<file path="src/ssw_pkg.sv">
// Purpose: Shared constants for the supply supervisor and watchdog.
// Assumes: A 200 MHz block clock.
// Notes: Cycle counts derive from the printed times.
`default_nettype none
package ssw_pkg;
	localparam longint unsigned CLK_HZ = 64'd200000000;
	localparam longint unsigned HOLD_TIME_MS = 64'd200;
	localparam longint unsigned WDOG_TIME_MS = 64'd1600;
	localparam longint unsigned HOLD_CYCLES = (CLK_HZ / 64'd1000) * HOLD_TIME_MS;
	localparam longint unsigned WDOG_CYCLES = (CLK_HZ / 64'd1000) * WDOG_TIME_MS;
	localparam int CNT_W = 32;
	localparam logic [31:0] HOLD_CNT = HOLD_CYCLES[31:0];
	localparam logic [31:0] WDOG_CNT = WDOG_CYCLES[31:0];
	localparam logic RESET_N_RST = 1'b0;
	localparam logic WDOG_N_RST = 1'b0;
	localparam logic PFAIL_N_RST = 1'b0;
	typedef enum logic [1:0] {
		SSW_HOLD = 2'b00,
		SSW_TIME = 2'b01,
		SSW_RUN = 2'b11
	} ssw_state_e;
endpackage
`default_nettype wire

</file>
<file path="src/ssw_supervisor.sv">
// Purpose: Supply supervisor with reset hold, watchdog and power-fail output.
// Assumes: Comparator results arrive as digital levels; floating kick is flagged by the pad.
// Notes: Hold and watchdog periods are parameters so simulation can shorten them.
`timescale 1ns/1ps
`default_nettype none
module ssw_supervisor #(
	parameter logic [31:0] HOLD_CYCLES = ssw_pkg::HOLD_CNT,
	parameter logic [31:0] WDOG_CYCLES = ssw_pkg::WDOG_CNT,
	parameter bit HAS_WATCHDOG = 1'b1
) (
	// Clock and reset.
	input wire logic clk_sys_i,
	input wire logic reset_n_i,
	// Comparator and pin inputs, all asynchronous.
	input wire logic supply_low_i,
	input wire logic manual_reset_n_i,
	input wire logic watchdog_kick_i,
	input wire logic watchdog_kick_float_i,
	input wire logic power_fail_sense_low_i,
	// Outputs.
	output logic sys_reset_n_o,
	output logic sys_reset_o,
	output logic watchdog_timeout_n_o,
	output logic power_fail_n_o
);
	logic supply_low_s;
	logic manual_n_s;
	logic kick_s;
	logic float_s;
	logic pf_low_s;
	logic kick_prev_reg;
	logic kick_edge;
	logic reset_cause;
	logic wdog_en;
	logic expired_reg;
	logic [31:0] hold_cnt_reg;
	logic [31:0] wdog_cnt_reg;
	logic [31:0] quiet_cnt_reg;
	ssw_pkg::ssw_state_e state_reg;

	// Terminal test shared by the hold and watchdog counters.
	// Both counters stop one short of their limit, so a limit of one still works.
	function automatic logic ssw_at_limit(input logic [31:0] cnt, input logic [31:0] limit);
		return cnt >= limit - 32'h1;
	endfunction

	// Supply low defaults to asserted so reset holds through the first cycles.
	ssw_sync #(
		.RST_VAL(1'b1)
	) u_sync_supply (
		.clk_sys_i(clk_sys_i),
		.reset_n_i(reset_n_i),
		.d_i(supply_low_i),
		.q_o(supply_low_s)
	);

	// Manual reset defaults to pressed, so a release is always followed by a full hold.
	ssw_sync #(
		.RST_VAL(1'b0)
	) u_sync_manual (
		.clk_sys_i(clk_sys_i),
		.reset_n_i(reset_n_i),
		.d_i(manual_reset_n_i),
		.q_o(manual_n_s)
	);

	// Kick defaults to the idle level that the processor shows while held in reset.
	ssw_sync #(
		.RST_VAL(1'b0)
	) u_sync_kick (
		.clk_sys_i(clk_sys_i),
		.reset_n_i(reset_n_i),
		.d_i(watchdog_kick_i),
		.q_o(kick_s)
	);

	// Floating defaults to set, so the watchdog stays off until the pad says otherwise.
	ssw_sync #(
		.RST_VAL(1'b1)
	) u_sync_float (
		.clk_sys_i(clk_sys_i),
		.reset_n_i(reset_n_i),
		.d_i(watchdog_kick_float_i),
		.q_o(float_s)
	);

	// Power-fail sense defaults to low, so the output reports a failure until proven good.
	ssw_sync #(
		.RST_VAL(1'b1)
	) u_sync_pf (
		.clk_sys_i(clk_sys_i),
		.reset_n_i(reset_n_i),
		.d_i(power_fail_sense_low_i),
		.q_o(pf_low_s)
	);

	assign reset_cause = supply_low_s | ~manual_n_s;
	assign wdog_en = HAS_WATCHDOG && !float_s;

	// Counts cycles since the last reset cause; it only feeds the hold-length checks below.
	// It saturates rather than wraps, so a long quiet run cannot look like a fresh release.
	always_ff @(posedge clk_sys_i or negedge reset_n_i) begin
		if (!reset_n_i) begin
			quiet_cnt_reg <= 32'h0;
		end else if (reset_cause) begin
			quiet_cnt_reg <= 32'h0;
		end else if (quiet_cnt_reg != 32'hffffffff) begin
			quiet_cnt_reg <= quiet_cnt_reg + 32'h1;
		end
	end

	always_ff @(posedge clk_sys_i or negedge reset_n_i) begin
		if (!reset_n_i) begin
			state_reg <= ssw_pkg::SSW_HOLD;
			hold_cnt_reg <= 32'h0;
		end else begin
			case (state_reg)
				ssw_pkg::SSW_HOLD: begin
					hold_cnt_reg <= 32'h0;
					if (!reset_cause) begin
						state_reg <= ssw_pkg::SSW_TIME;
					end
				end
				ssw_pkg::SSW_TIME: begin
					// A new cause restarts the full hold, which also debounces the switch.
					if (reset_cause) begin
						state_reg <= ssw_pkg::SSW_HOLD;
					end else if (ssw_at_limit(hold_cnt_reg, HOLD_CYCLES)) begin
						state_reg <= ssw_pkg::SSW_RUN;
					end else begin
						hold_cnt_reg <= hold_cnt_reg + 32'h1;
					end
				end
				ssw_pkg::SSW_RUN: begin
					if (reset_cause) begin
						state_reg <= ssw_pkg::SSW_HOLD;
					end
				end
				default: begin
					state_reg <= ssw_pkg::SSW_HOLD;
				end
			endcase
		end
	end

	always_ff @(posedge clk_sys_i or negedge reset_n_i) begin
		if (!reset_n_i) begin
			sys_reset_n_o <= ssw_pkg::RESET_N_RST;
		end else begin
			sys_reset_n_o <= (state_reg == ssw_pkg::SSW_RUN) && !reset_cause;
		end
	end
	assign sys_reset_o = ~sys_reset_n_o;

	always_ff @(posedge clk_sys_i or negedge reset_n_i) begin
		if (!reset_n_i) begin
			kick_prev_reg <= 1'b0;
		end else begin
			kick_prev_reg <= kick_s;
		end
	end
	assign kick_edge = kick_s ^ kick_prev_reg;

	// Expiry does not touch the reset path; the system wires timeout to manual reset if wanted.
	always_ff @(posedge clk_sys_i or negedge reset_n_i) begin
		if (!reset_n_i) begin
			wdog_cnt_reg <= 32'h0;
			expired_reg <= 1'b0;
		end else if (!sys_reset_n_o || !wdog_en || kick_edge) begin
			wdog_cnt_reg <= 32'h0;
			expired_reg <= 1'b0;
		end else if (ssw_at_limit(wdog_cnt_reg, WDOG_CYCLES)) begin
			expired_reg <= 1'b1;
		end else begin
			wdog_cnt_reg <= wdog_cnt_reg + 32'h1;
		end
	end

	always_ff @(posedge clk_sys_i or negedge reset_n_i) begin
		if (!reset_n_i) begin
			watchdog_timeout_n_o <= ssw_pkg::WDOG_N_RST;
		end else begin
			watchdog_timeout_n_o <= !supply_low_s && !expired_reg;
		end
	end

	always_ff @(posedge clk_sys_i or negedge reset_n_i) begin
		if (!reset_n_i) begin
			power_fail_n_o <= ssw_pkg::PFAIL_N_RST;
		end else begin
			power_fail_n_o <= !pf_low_s;
		end
	end

	a_reset_low_supply: assert property (@(posedge clk_sys_i) disable iff (!reset_n_i)
		supply_low_s |=> !sys_reset_n_o) else $error("reset released during low supply");
	a_reset_hold_time: assert property (@(posedge clk_sys_i) disable iff (!reset_n_i)
		$rose(state_reg == ssw_pkg::SSW_TIME) |-> !sys_reset_n_o [*2])
		else $error("reset released before hold");
	a_reset_complement: assert property (@(posedge clk_sys_i) disable iff (!reset_n_i)
		sys_reset_o == !sys_reset_n_o) else $error("active-high reset not complement");
	a_manual_reset: assert property (@(posedge clk_sys_i) disable iff (!reset_n_i)
		!manual_n_s |=> !sys_reset_n_o ##1 !sys_reset_n_o) else $error("manual reset ignored");
	a_wdog_expire: assert property (@(posedge clk_sys_i) disable iff (!reset_n_i)
		(wdog_cnt_reg == WDOG_CYCLES - 32'h1 && sys_reset_n_o && wdog_en && !kick_edge)
		|=> expired_reg ##1 !watchdog_timeout_n_o) else $error("watchdog did not expire");
	a_wdog_sticky: assert property (@(posedge clk_sys_i) disable iff (!reset_n_i)
		(expired_reg && sys_reset_n_o && wdog_en && !kick_edge) |=> expired_reg)
		else $error("expiry cleared without counter clear");
	a_kick_clear: assert property (@(posedge clk_sys_i) disable iff (!reset_n_i)
		kick_edge |=> wdog_cnt_reg == 32'h0) else $error("kick edge did not clear counter");
	a_reset_clear: assert property (@(posedge clk_sys_i) disable iff (!reset_n_i)
		!sys_reset_n_o |=> wdog_cnt_reg == 32'h0 && !expired_reg) else $error("counter ran in reset");
	a_low_forces_timeout: assert property (@(posedge clk_sys_i) disable iff (!reset_n_i)
		supply_low_s |=> !watchdog_timeout_n_o) else $error("timeout not forced low");
	a_timeout_release: assert property (@(posedge clk_sys_i) disable iff (!reset_n_i)
		(!supply_low_s && !expired_reg) |=> watchdog_timeout_n_o) else $error("timeout not released");
	a_float_disable: assert property (@(posedge clk_sys_i) disable iff (!reset_n_i)
		float_s |=> !expired_reg) else $error("watchdog ran while floating");
	a_power_fail: assert property (@(posedge clk_sys_i) disable iff (!reset_n_i)
		power_fail_n_o == !$past(pf_low_s)) else $error("power-fail output wrong");

	// The release lands exactly two cycles after the hold count is used up: one to enter
	// the run state and one for the registered output. These two checks pin both ends.
	a_hold_minimum: assert property (@(posedge clk_sys_i) disable iff (!reset_n_i)
		sys_reset_n_o |-> quiet_cnt_reg >= HOLD_CYCLES + 32'h2)
		else $error("reset released before full hold");
	a_hold_release: assert property (@(posedge clk_sys_i) disable iff (!reset_n_i)
		quiet_cnt_reg == HOLD_CYCLES + 32'h2 |-> sys_reset_n_o)
		else $error("reset not released after hold");
	a_hold_range: assert property (@(posedge clk_sys_i) disable iff (!reset_n_i)
		hold_cnt_reg <= HOLD_CYCLES - 32'h1) else $error("hold counter overran");
	a_state_legal: assert property (@(posedge clk_sys_i) disable iff (!reset_n_i)
		state_reg inside {ssw_pkg::SSW_HOLD, ssw_pkg::SSW_TIME, ssw_pkg::SSW_RUN})
		else $error("illegal sequencer state");
	a_expire_not_early: assert property (@(posedge clk_sys_i) disable iff (!reset_n_i)
		$rose(expired_reg) |-> wdog_cnt_reg >= WDOG_CYCLES - 32'h1)
		else $error("watchdog expired early");
	a_kick_restart: assert property (@(posedge clk_sys_i) disable iff (!reset_n_i)
		kick_edge |=> !expired_reg) else $error("kick edge left expiry set");
	// Without a watchdog the timeout output only ever reports low supply.
	a_variant_no_wdog: assert property (@(posedge clk_sys_i) disable iff (!reset_n_i)
		!HAS_WATCHDOG |-> !expired_reg) else $error("watchdog ran in variant without it");

	c_reset_release: cover property (@(posedge clk_sys_i) disable iff (!reset_n_i) $rose(sys_reset_n_o));
	c_wdog_timeout: cover property (@(posedge clk_sys_i) disable iff (!reset_n_i) $fell(watchdog_timeout_n_o));
	c_manual_press: cover property (@(posedge clk_sys_i) disable iff (!reset_n_i) sys_reset_n_o ##1 !manual_n_s);
	c_power_fail: cover property (@(posedge clk_sys_i) disable iff (!reset_n_i) $fell(power_fail_n_o));
	c_kick_restart: cover property (@(posedge clk_sys_i) disable iff (!reset_n_i)
		kick_edge && sys_reset_n_o && wdog_cnt_reg != 32'h0);
endmodule
`default_nettype wire

</file>
<file path="src/ssw_sync.sv">
// Purpose: Two-flop synchroniser for an asynchronous level.
// Assumes: One clock; reset value given as parameter.
// Notes: The first stage feeds only the second.
`timescale 1ns/1ps
`default_nettype none
module ssw_sync #(
	parameter logic RST_VAL = 1'b0
) (
	// Clock and reset.
	input wire logic clk_sys_i,
	input wire logic reset_n_i,
	// Level.
	input wire logic d_i,
	output logic q_o
);
	logic meta_reg;
	always_ff @(posedge clk_sys_i or negedge reset_n_i) begin
		if (!reset_n_i) begin
			meta_reg <= RST_VAL;
			q_o <= RST_VAL;
		end else begin
			meta_reg <= d_i;
			q_o <= meta_reg;
		end
	end
endmodule
`default_nettype wire

</file>
<file path="config.mk">
export PLATFORM = sky130hd
export DESIGN_NAME = ssw_supervisor
export DESIGN_NICKNAME = d
export VERILOG_FILES = /design/src/ssw_pkg.sv /design/src/ssw_supervisor.sv /design/src/ssw_sync.sv
export SDC_FILE = /design/constraint.sdc
export NUM_CORES = 1
export LEC_CHECK = 0
export BUFFER_PORTS_ARGS = -buffer_cell sky130_fd_sc_hd__buf_2
export CORE_UTILIZATION = 25
export DETAILED_ROUTE_END_ITERATION = 10
export PLACE_DENSITY_LB_ADDON = 0.3
export SLEW_MARGIN = 25
export SYNTH_ARGS = -nofsm -noshare
export SYNTH_HDL_FRONTEND = slang
export SYNTH_HIERARCHICAL = 1
export SYNTH_SLANG_ARGS = --single-unit
export TNS_END_PERCENT = 20
</file>
<file path="constraint.sdc">
create_clock -name clk_sys_i -period 4.35 [get_ports clk_sys_i]
set_input_delay 0.2175 -clock clk_sys_i [delete_from_list [all_inputs] [get_ports clk_sys_i]]
set_output_delay 0.2175 -clock clk_sys_i [all_outputs]
set_load 0.01 [all_outputs]
</file>
==> Word-level counts from Yosys, hierarchy flattened <==
Index checks and enable logic that the tools add are counted.
{ "totals": {"elab_cells": 60, "n_memories": 0, "output_inout_bits": 4, "rom_bits": 0, "ram_bits": 0, "input_bits": 7, "register_bits": 81, "latchBits": 0} }
{ "classes": {"mux": 12, "eq_ne": 8, "reduce_logical": 14, "div_mod_pow": 0, "multipliers": 0, "n_lt_le_gt_ge": 2, "n_bitwise": 4, "shift": 0, "n_addsub": 2} }
{ "op_table": {"columns": ["operator", "n"], "rows": [
  ["$mux W32", 4],
  ["$add A32 B1 Y32 const B", 2],
  ["$pmux W32 S2", 1],
  ["$ge A32 B26 Y1 const B", 1],
  ["$ge A32 B29 Y1 const B", 1],
  ["$ne A2 B2 Y1 const B", 5],
  ["$mux W2", 4],
  ["$pmux W2 S3", 1],
  ["$reduce_and A3 Y1", 2],
  ["$logic_not A1 Y1", 5],
  ["$reduce_bool A2 Y1", 2],
  ["$ne A3 B3 Y1 const B", 1],
  ["$eq A2 B1 Y1 const B", 1],
  ["$eq A2 B2 Y1 const B", 1],
  ["$logic_and A1 B1 Y1", 2],
  ["$logic_not A2 Y1", 1],
  ["$logic_or A1 B1 Y1", 2],
  ["$mux W1", 2],
  ["$not A1 Y1", 2],
  ["$or A1 B1 Y1", 1],
  ["$xor A1 B1 Y1", 1]
]} }

==> Longest topological paths before layout <==
{ "depth": {"depth_word": 4, "mapped_depth": 8, "mapped_depth_nobuf": 6} }

==> Cells and area by module <==
Netlist, hierarchy kept.
{ "by_module_without_submodules": {"columns": ["module", "instances", "area_per_inst_um2", "cells_per_inst"], "rows": [
  ["ssw_supervisor", 1, 3943.8, 425],
  ["ssw_sync (u_sync_float ...)", 3, 52.6, 2],
  ["ssw_sync (u_sync_kick ...)", 2, 50.0, 2]
]} }

==> Worst setup path after synthesis <==
No wires, ideal clock.
{ "synth_timing": {"path_type": "register to register", "from": "register wdog_cnt_reg[23]", "to": "register wdog_cnt_reg[4]", "path_buffers": 1, "stages_incl_launch_ff": 7, "arrival_ns": 2.180, "required_ns": 4.272, "path_slack_ns": 2.092, "cell_sequence": "dfrtp_1 > or3_4 > a2111oi_4 > o21ai_1 > buf_6 > or4_1 > a21oi_1"} }
{ "synth_between": {"elab_chain_cells": 2} }
{ "synth_rtl": {"columns": ["item", "line", "rtl"], "rows": [
  ["from (decl)", "ssw_supervisor.sv:37", "logic [31:0] wdog_cnt_reg;"],
  ["from (signal assigned)", "ssw_supervisor.sv:175", "wdog_cnt_reg <= wdog_cnt_reg + 32'h1;"],
  ["$ge A32 B29 Y1", "ssw_supervisor.sv:44", "return cnt >= limit - 32'h1;"],
  ["$ne A2 B2 Y1 (no line)", null, null]
]} }
Every way passes these cells.
A chain may end at the register's enable or synchronous reset.

==> Worst setup path after layout <==
{ "layout_timing": {"from": "register hold_cnt_reg[28]", "to": "register hold_cnt_reg[16]"} }
{ "layout_between": {"elab_chain_cells": 3} }
{ "layout_rtl": {"columns": ["item", "line", "rtl"], "rows": [
  ["from (decl)", "ssw_supervisor.sv:36", "logic [31:0] hold_cnt_reg;"],
  ["from (signal assigned)", "ssw_supervisor.sv:131", "hold_cnt_reg <= hold_cnt_reg + 32'h1;"],
  ["$ge A32 B26 Y1", "ssw_supervisor.sv:44", null],
  ["$ne A2 B2 Y1 (no line)", null, null],
  ["$reduce_and A3 Y1 (no line)", null, null]
]} }
Every way passes these cells.

==> flow_summary.yaml <==
power:
  irDropWorstVdd_mv: 0.235
  combPwrFrac_pct: 2.5
  power_frac_clock_pct: 52.1
  p_seq_share_pct: 45.4
  power_density_nw_per_um2: 345
  switchingPower_w: 0.000348
  p_sw_share_pct: 20.6
  internal-power_w: 0.00134
  p_leak_nw: 1.93
yosys:
  async_flop_share_pct: 100
  synthCells: 435
  synth_edf_count: 0
  synth-seq-area-share_pct: 48.4
  synth_area_leader_cell: "dfrtp_1"
  ys_warn_count: 6
  syn_nets: 444
  syn_avg_cell_area_sq_um: 9.66
  ys_top_cells_by_area: "dfrtp_1 (45%), or4_1 (4.8%), a21oi_1 (4.1%)"
  synth_cell_types: 49
  ys_top_cells_by_count: "dfrtp_1 (75), nand2_1 (37), a21oi_1 (34), or4_1 (27), nand4_1 (25)"
  yosys_most_used_dff: "dfrtp_1"
  post-synth-top-count-cell: "dfrtp_1"
  synth-seq-cells: 81
  synth_top_area_share_pct: 44.7
  syn_area_sq_um: 4200
job:
  cap_violations: 0
timing:
  finalSetupViolCount: 0
  rsz0062_at_grt: "no"
  hold_viol_final: 0
  relSlewSlack_pct: 32.4
  fin_crit_ns: 2.71
  finClkSkew_ns: 0.0108
  setup_tns_ns: 0
  fin_crit_sh_pct: 62.4
  whs_ns: 0.348
  fmaxAchievable_ghz: 0.369
  slew_violations: 0
  worst_pin_slew_ns: 1.00
cells_and_area:
  n_fill_cell: 1717
  utilization_pct: 29.6
  synthToLayoutAreaGrowth_pct: 16.5
  layout-drive-gt1-share_pct: 9.49
  nets: 457
  diodes: 0
setup_path:
  r2r_slack_ns: 1.64
  setup.worst_path.class: "flip-flop to flip-flop"
  cp-end-kind: "flip-flop"
  crit_required_ns: 4.62
  timing.rr.start: "hold_cnt_reg[28]"
  crit_path_end: "hold_cnt_reg[16]"
  r2r_end: "hold_cnt_reg[16]"
  cp_data_arrival_time_ns: 2.98
  reg2reg_depth: 5
  startpoint: "hold_cnt_reg[28]"
  startpoint_type: "flip-flop"
  cp_max_fo: 25
global_route:
  antenna_found_initial: 0
  grt_pass1_wl_mm: 17.0
  grt_pass1_vias: 3428
  grt.total_usage_pct: 12.1
  grt_max_degree: 82
  grt_overflow: 0
cts:
  clockRootBuffer: "clkbuf_16"
  path_clk_slew_ns: 0.06
  cts_setup_buffers: 0
  htreeDepth: 3
  numCtsBuffers: 9
  cts_resized: 0
  cts.sinks: 81
  clk_latency_ns: 0.35
  holdBufCountCts: 6
  clockBufferDepth: 2
  cts_tree: "done"
run_status:
  outcome: "finished, final reports clean"
route:
  wl_per_cell_um: 14.6
  drt-initial-drc-count: 238
  drc: 0
  viasPerCell: 5.29
  drt-total-wl_mm: 9.82
  ant_nets: 0
  routed-via-count: 3559
  firstDrtPassIters: 4
hold_path:
  hold_class: "flip-flop to flip-flop"
placed_design:
  hpwl_mm: 6.56
  portBuffers: 10
  gp_congestion: 0.800
die:
  ios: 11
  start_util_pct: 25.4
  dieArea_sq_um: 17300
  core_sq_um: 16500
  dieWidth_um: 132
  rows: 47
  die_y_um: 132
-- cell families after synthesis --
kind of cell    after synthesis  synth area share, %
simple gates                214                 29.4
flops                        81                 48.4
fa+ha+maj                     2                0.595
mux                           8                 1.91
xor+xnor                      3                0.625
compound gates              103                 16.6
buf+inv                      24                 2.41
-- power by group through the flow --
stage | Combinational [W] | Clock (W) | Sequential (W)
after floorplan | 0.0000131 | 0 | 0.000780
after global placement | 0.0000380 | 0 | 0.000780
after detailed placement | 0.0000392 | 0 | 0.000780
after CTS | 0.0000435 | 0.000908 | 0.000766
after global routing | 0.0000475 | 0.000943 | 0.000767
final | 0.0000415 | 0.000879 | 0.000766
-- critical path: stages (launching register included) --
cell,delay [ns]
dfrtp_1,0.36
or4_1,0.56
nor3_1,0.39
nand2_1,0.52
or4_1,0.64
a21oi_1,0.15
-- final cells by class --
class / instances / area (sq um) / share of cell area, %
repair buffers: 20 / 154 / 3.14
clock buffers: 10 / 229 / 4.68
flip-flops and latches: 81 / 2030 / 41.6
clock inverters: 6 / 115 / 2.35
multi-input cells: 330 / 2070 / 42.2
well taps: 220 / 275 / 5.62
inverters: 6 / 22.5 / 0.460
-- placed cells by master, fill, tap and decap left out, types with 2 or more instances in the layout --
cell type	netlist	layout
ha_1	2	2
or3_1	22	22
o21a_1	3	3
nor3_1	7	7
clkbuf_16	0	9
a21oi_1	34	34
o31a_1	2	2
inv_1	6	6
or2_2	3	3
and4_1	5	5
and3_1	8	8
nor2_1	19	19
buf_2	3	9
or4_1	27	27
a21o_1	2	2
nand2b_1	7	7
nand2_1	37	37
bufinv_16	0	3
buf_4	0	3
o21ai_1	2	2
and2_1	14	14
o31ai_1	17	17
nand4_1	25	25
nand3_1	21	21
nor4_1	9	9
nand4b_1	3	3
dfrtp_1	75	75
mux2i_1	8	8
dlygate4sd3_1	0	6
inv_6	0	2
dfstp_2	6	6
o211ai_1	8	8
xor2_1	2	2
a31oi_1	2	2
a211o_1	3	3
o21ai_0	18	18
o2111ai_1	4	4
nand3b_1	2	2
-- per-stage QoR --
| step | total power (W) | setup WS, ns | area [sq um] | instances |
|---|---|---|---|---|
| after floorplan | 0.000793 | 2.09 | 4200 | 435 |
| final | 0.00169 | 1.64 | 4900 | 673 |
| after global routing | 0.00176 | 1.36 | 4900 | 673 |
| after detailed placement | 0.000819 | 1.60 | 4480 | 650 |
| after global placement | 0.000818 | 1.70 | 4470 | 650 |
| after CTS | 0.00172 | 1.61 | 4880 | 672 |
-- routing by layer --
| metal | global-route usage, % | routed length (um) |
|---|---|---|
| met3 | 3.05 | 329 |
| met4 | 3.62 | 131 |
| met1 | 15.5 | 4550 |
| met5 | 0 | 0 |
| met2 | 20.0 | 4810 |
-- worst min-delay path by stage --
stage,startpoint,cells past startpoint,slack [ns],end
final,u_sync_kick/meta_reg,0,0.35,u_sync_kick/q_o
after global routing,u_sync_supply/meta_reg,0,0.36,u_sync_supply/q_o
after CTS,u_sync_kick/meta_reg,0,0.35,u_sync_kick/q_o
after detailed placement,reset_n_i,1,0.33,wdog_cnt_reg[16]
after global placement,power_fail_sense_low_i,1,0.32,u_sync_pf/meta_reg
after floorplan,reset_n_i,0,-0.08,expired_reg
No activity file was read; power rests on OpenSTA's default activity.
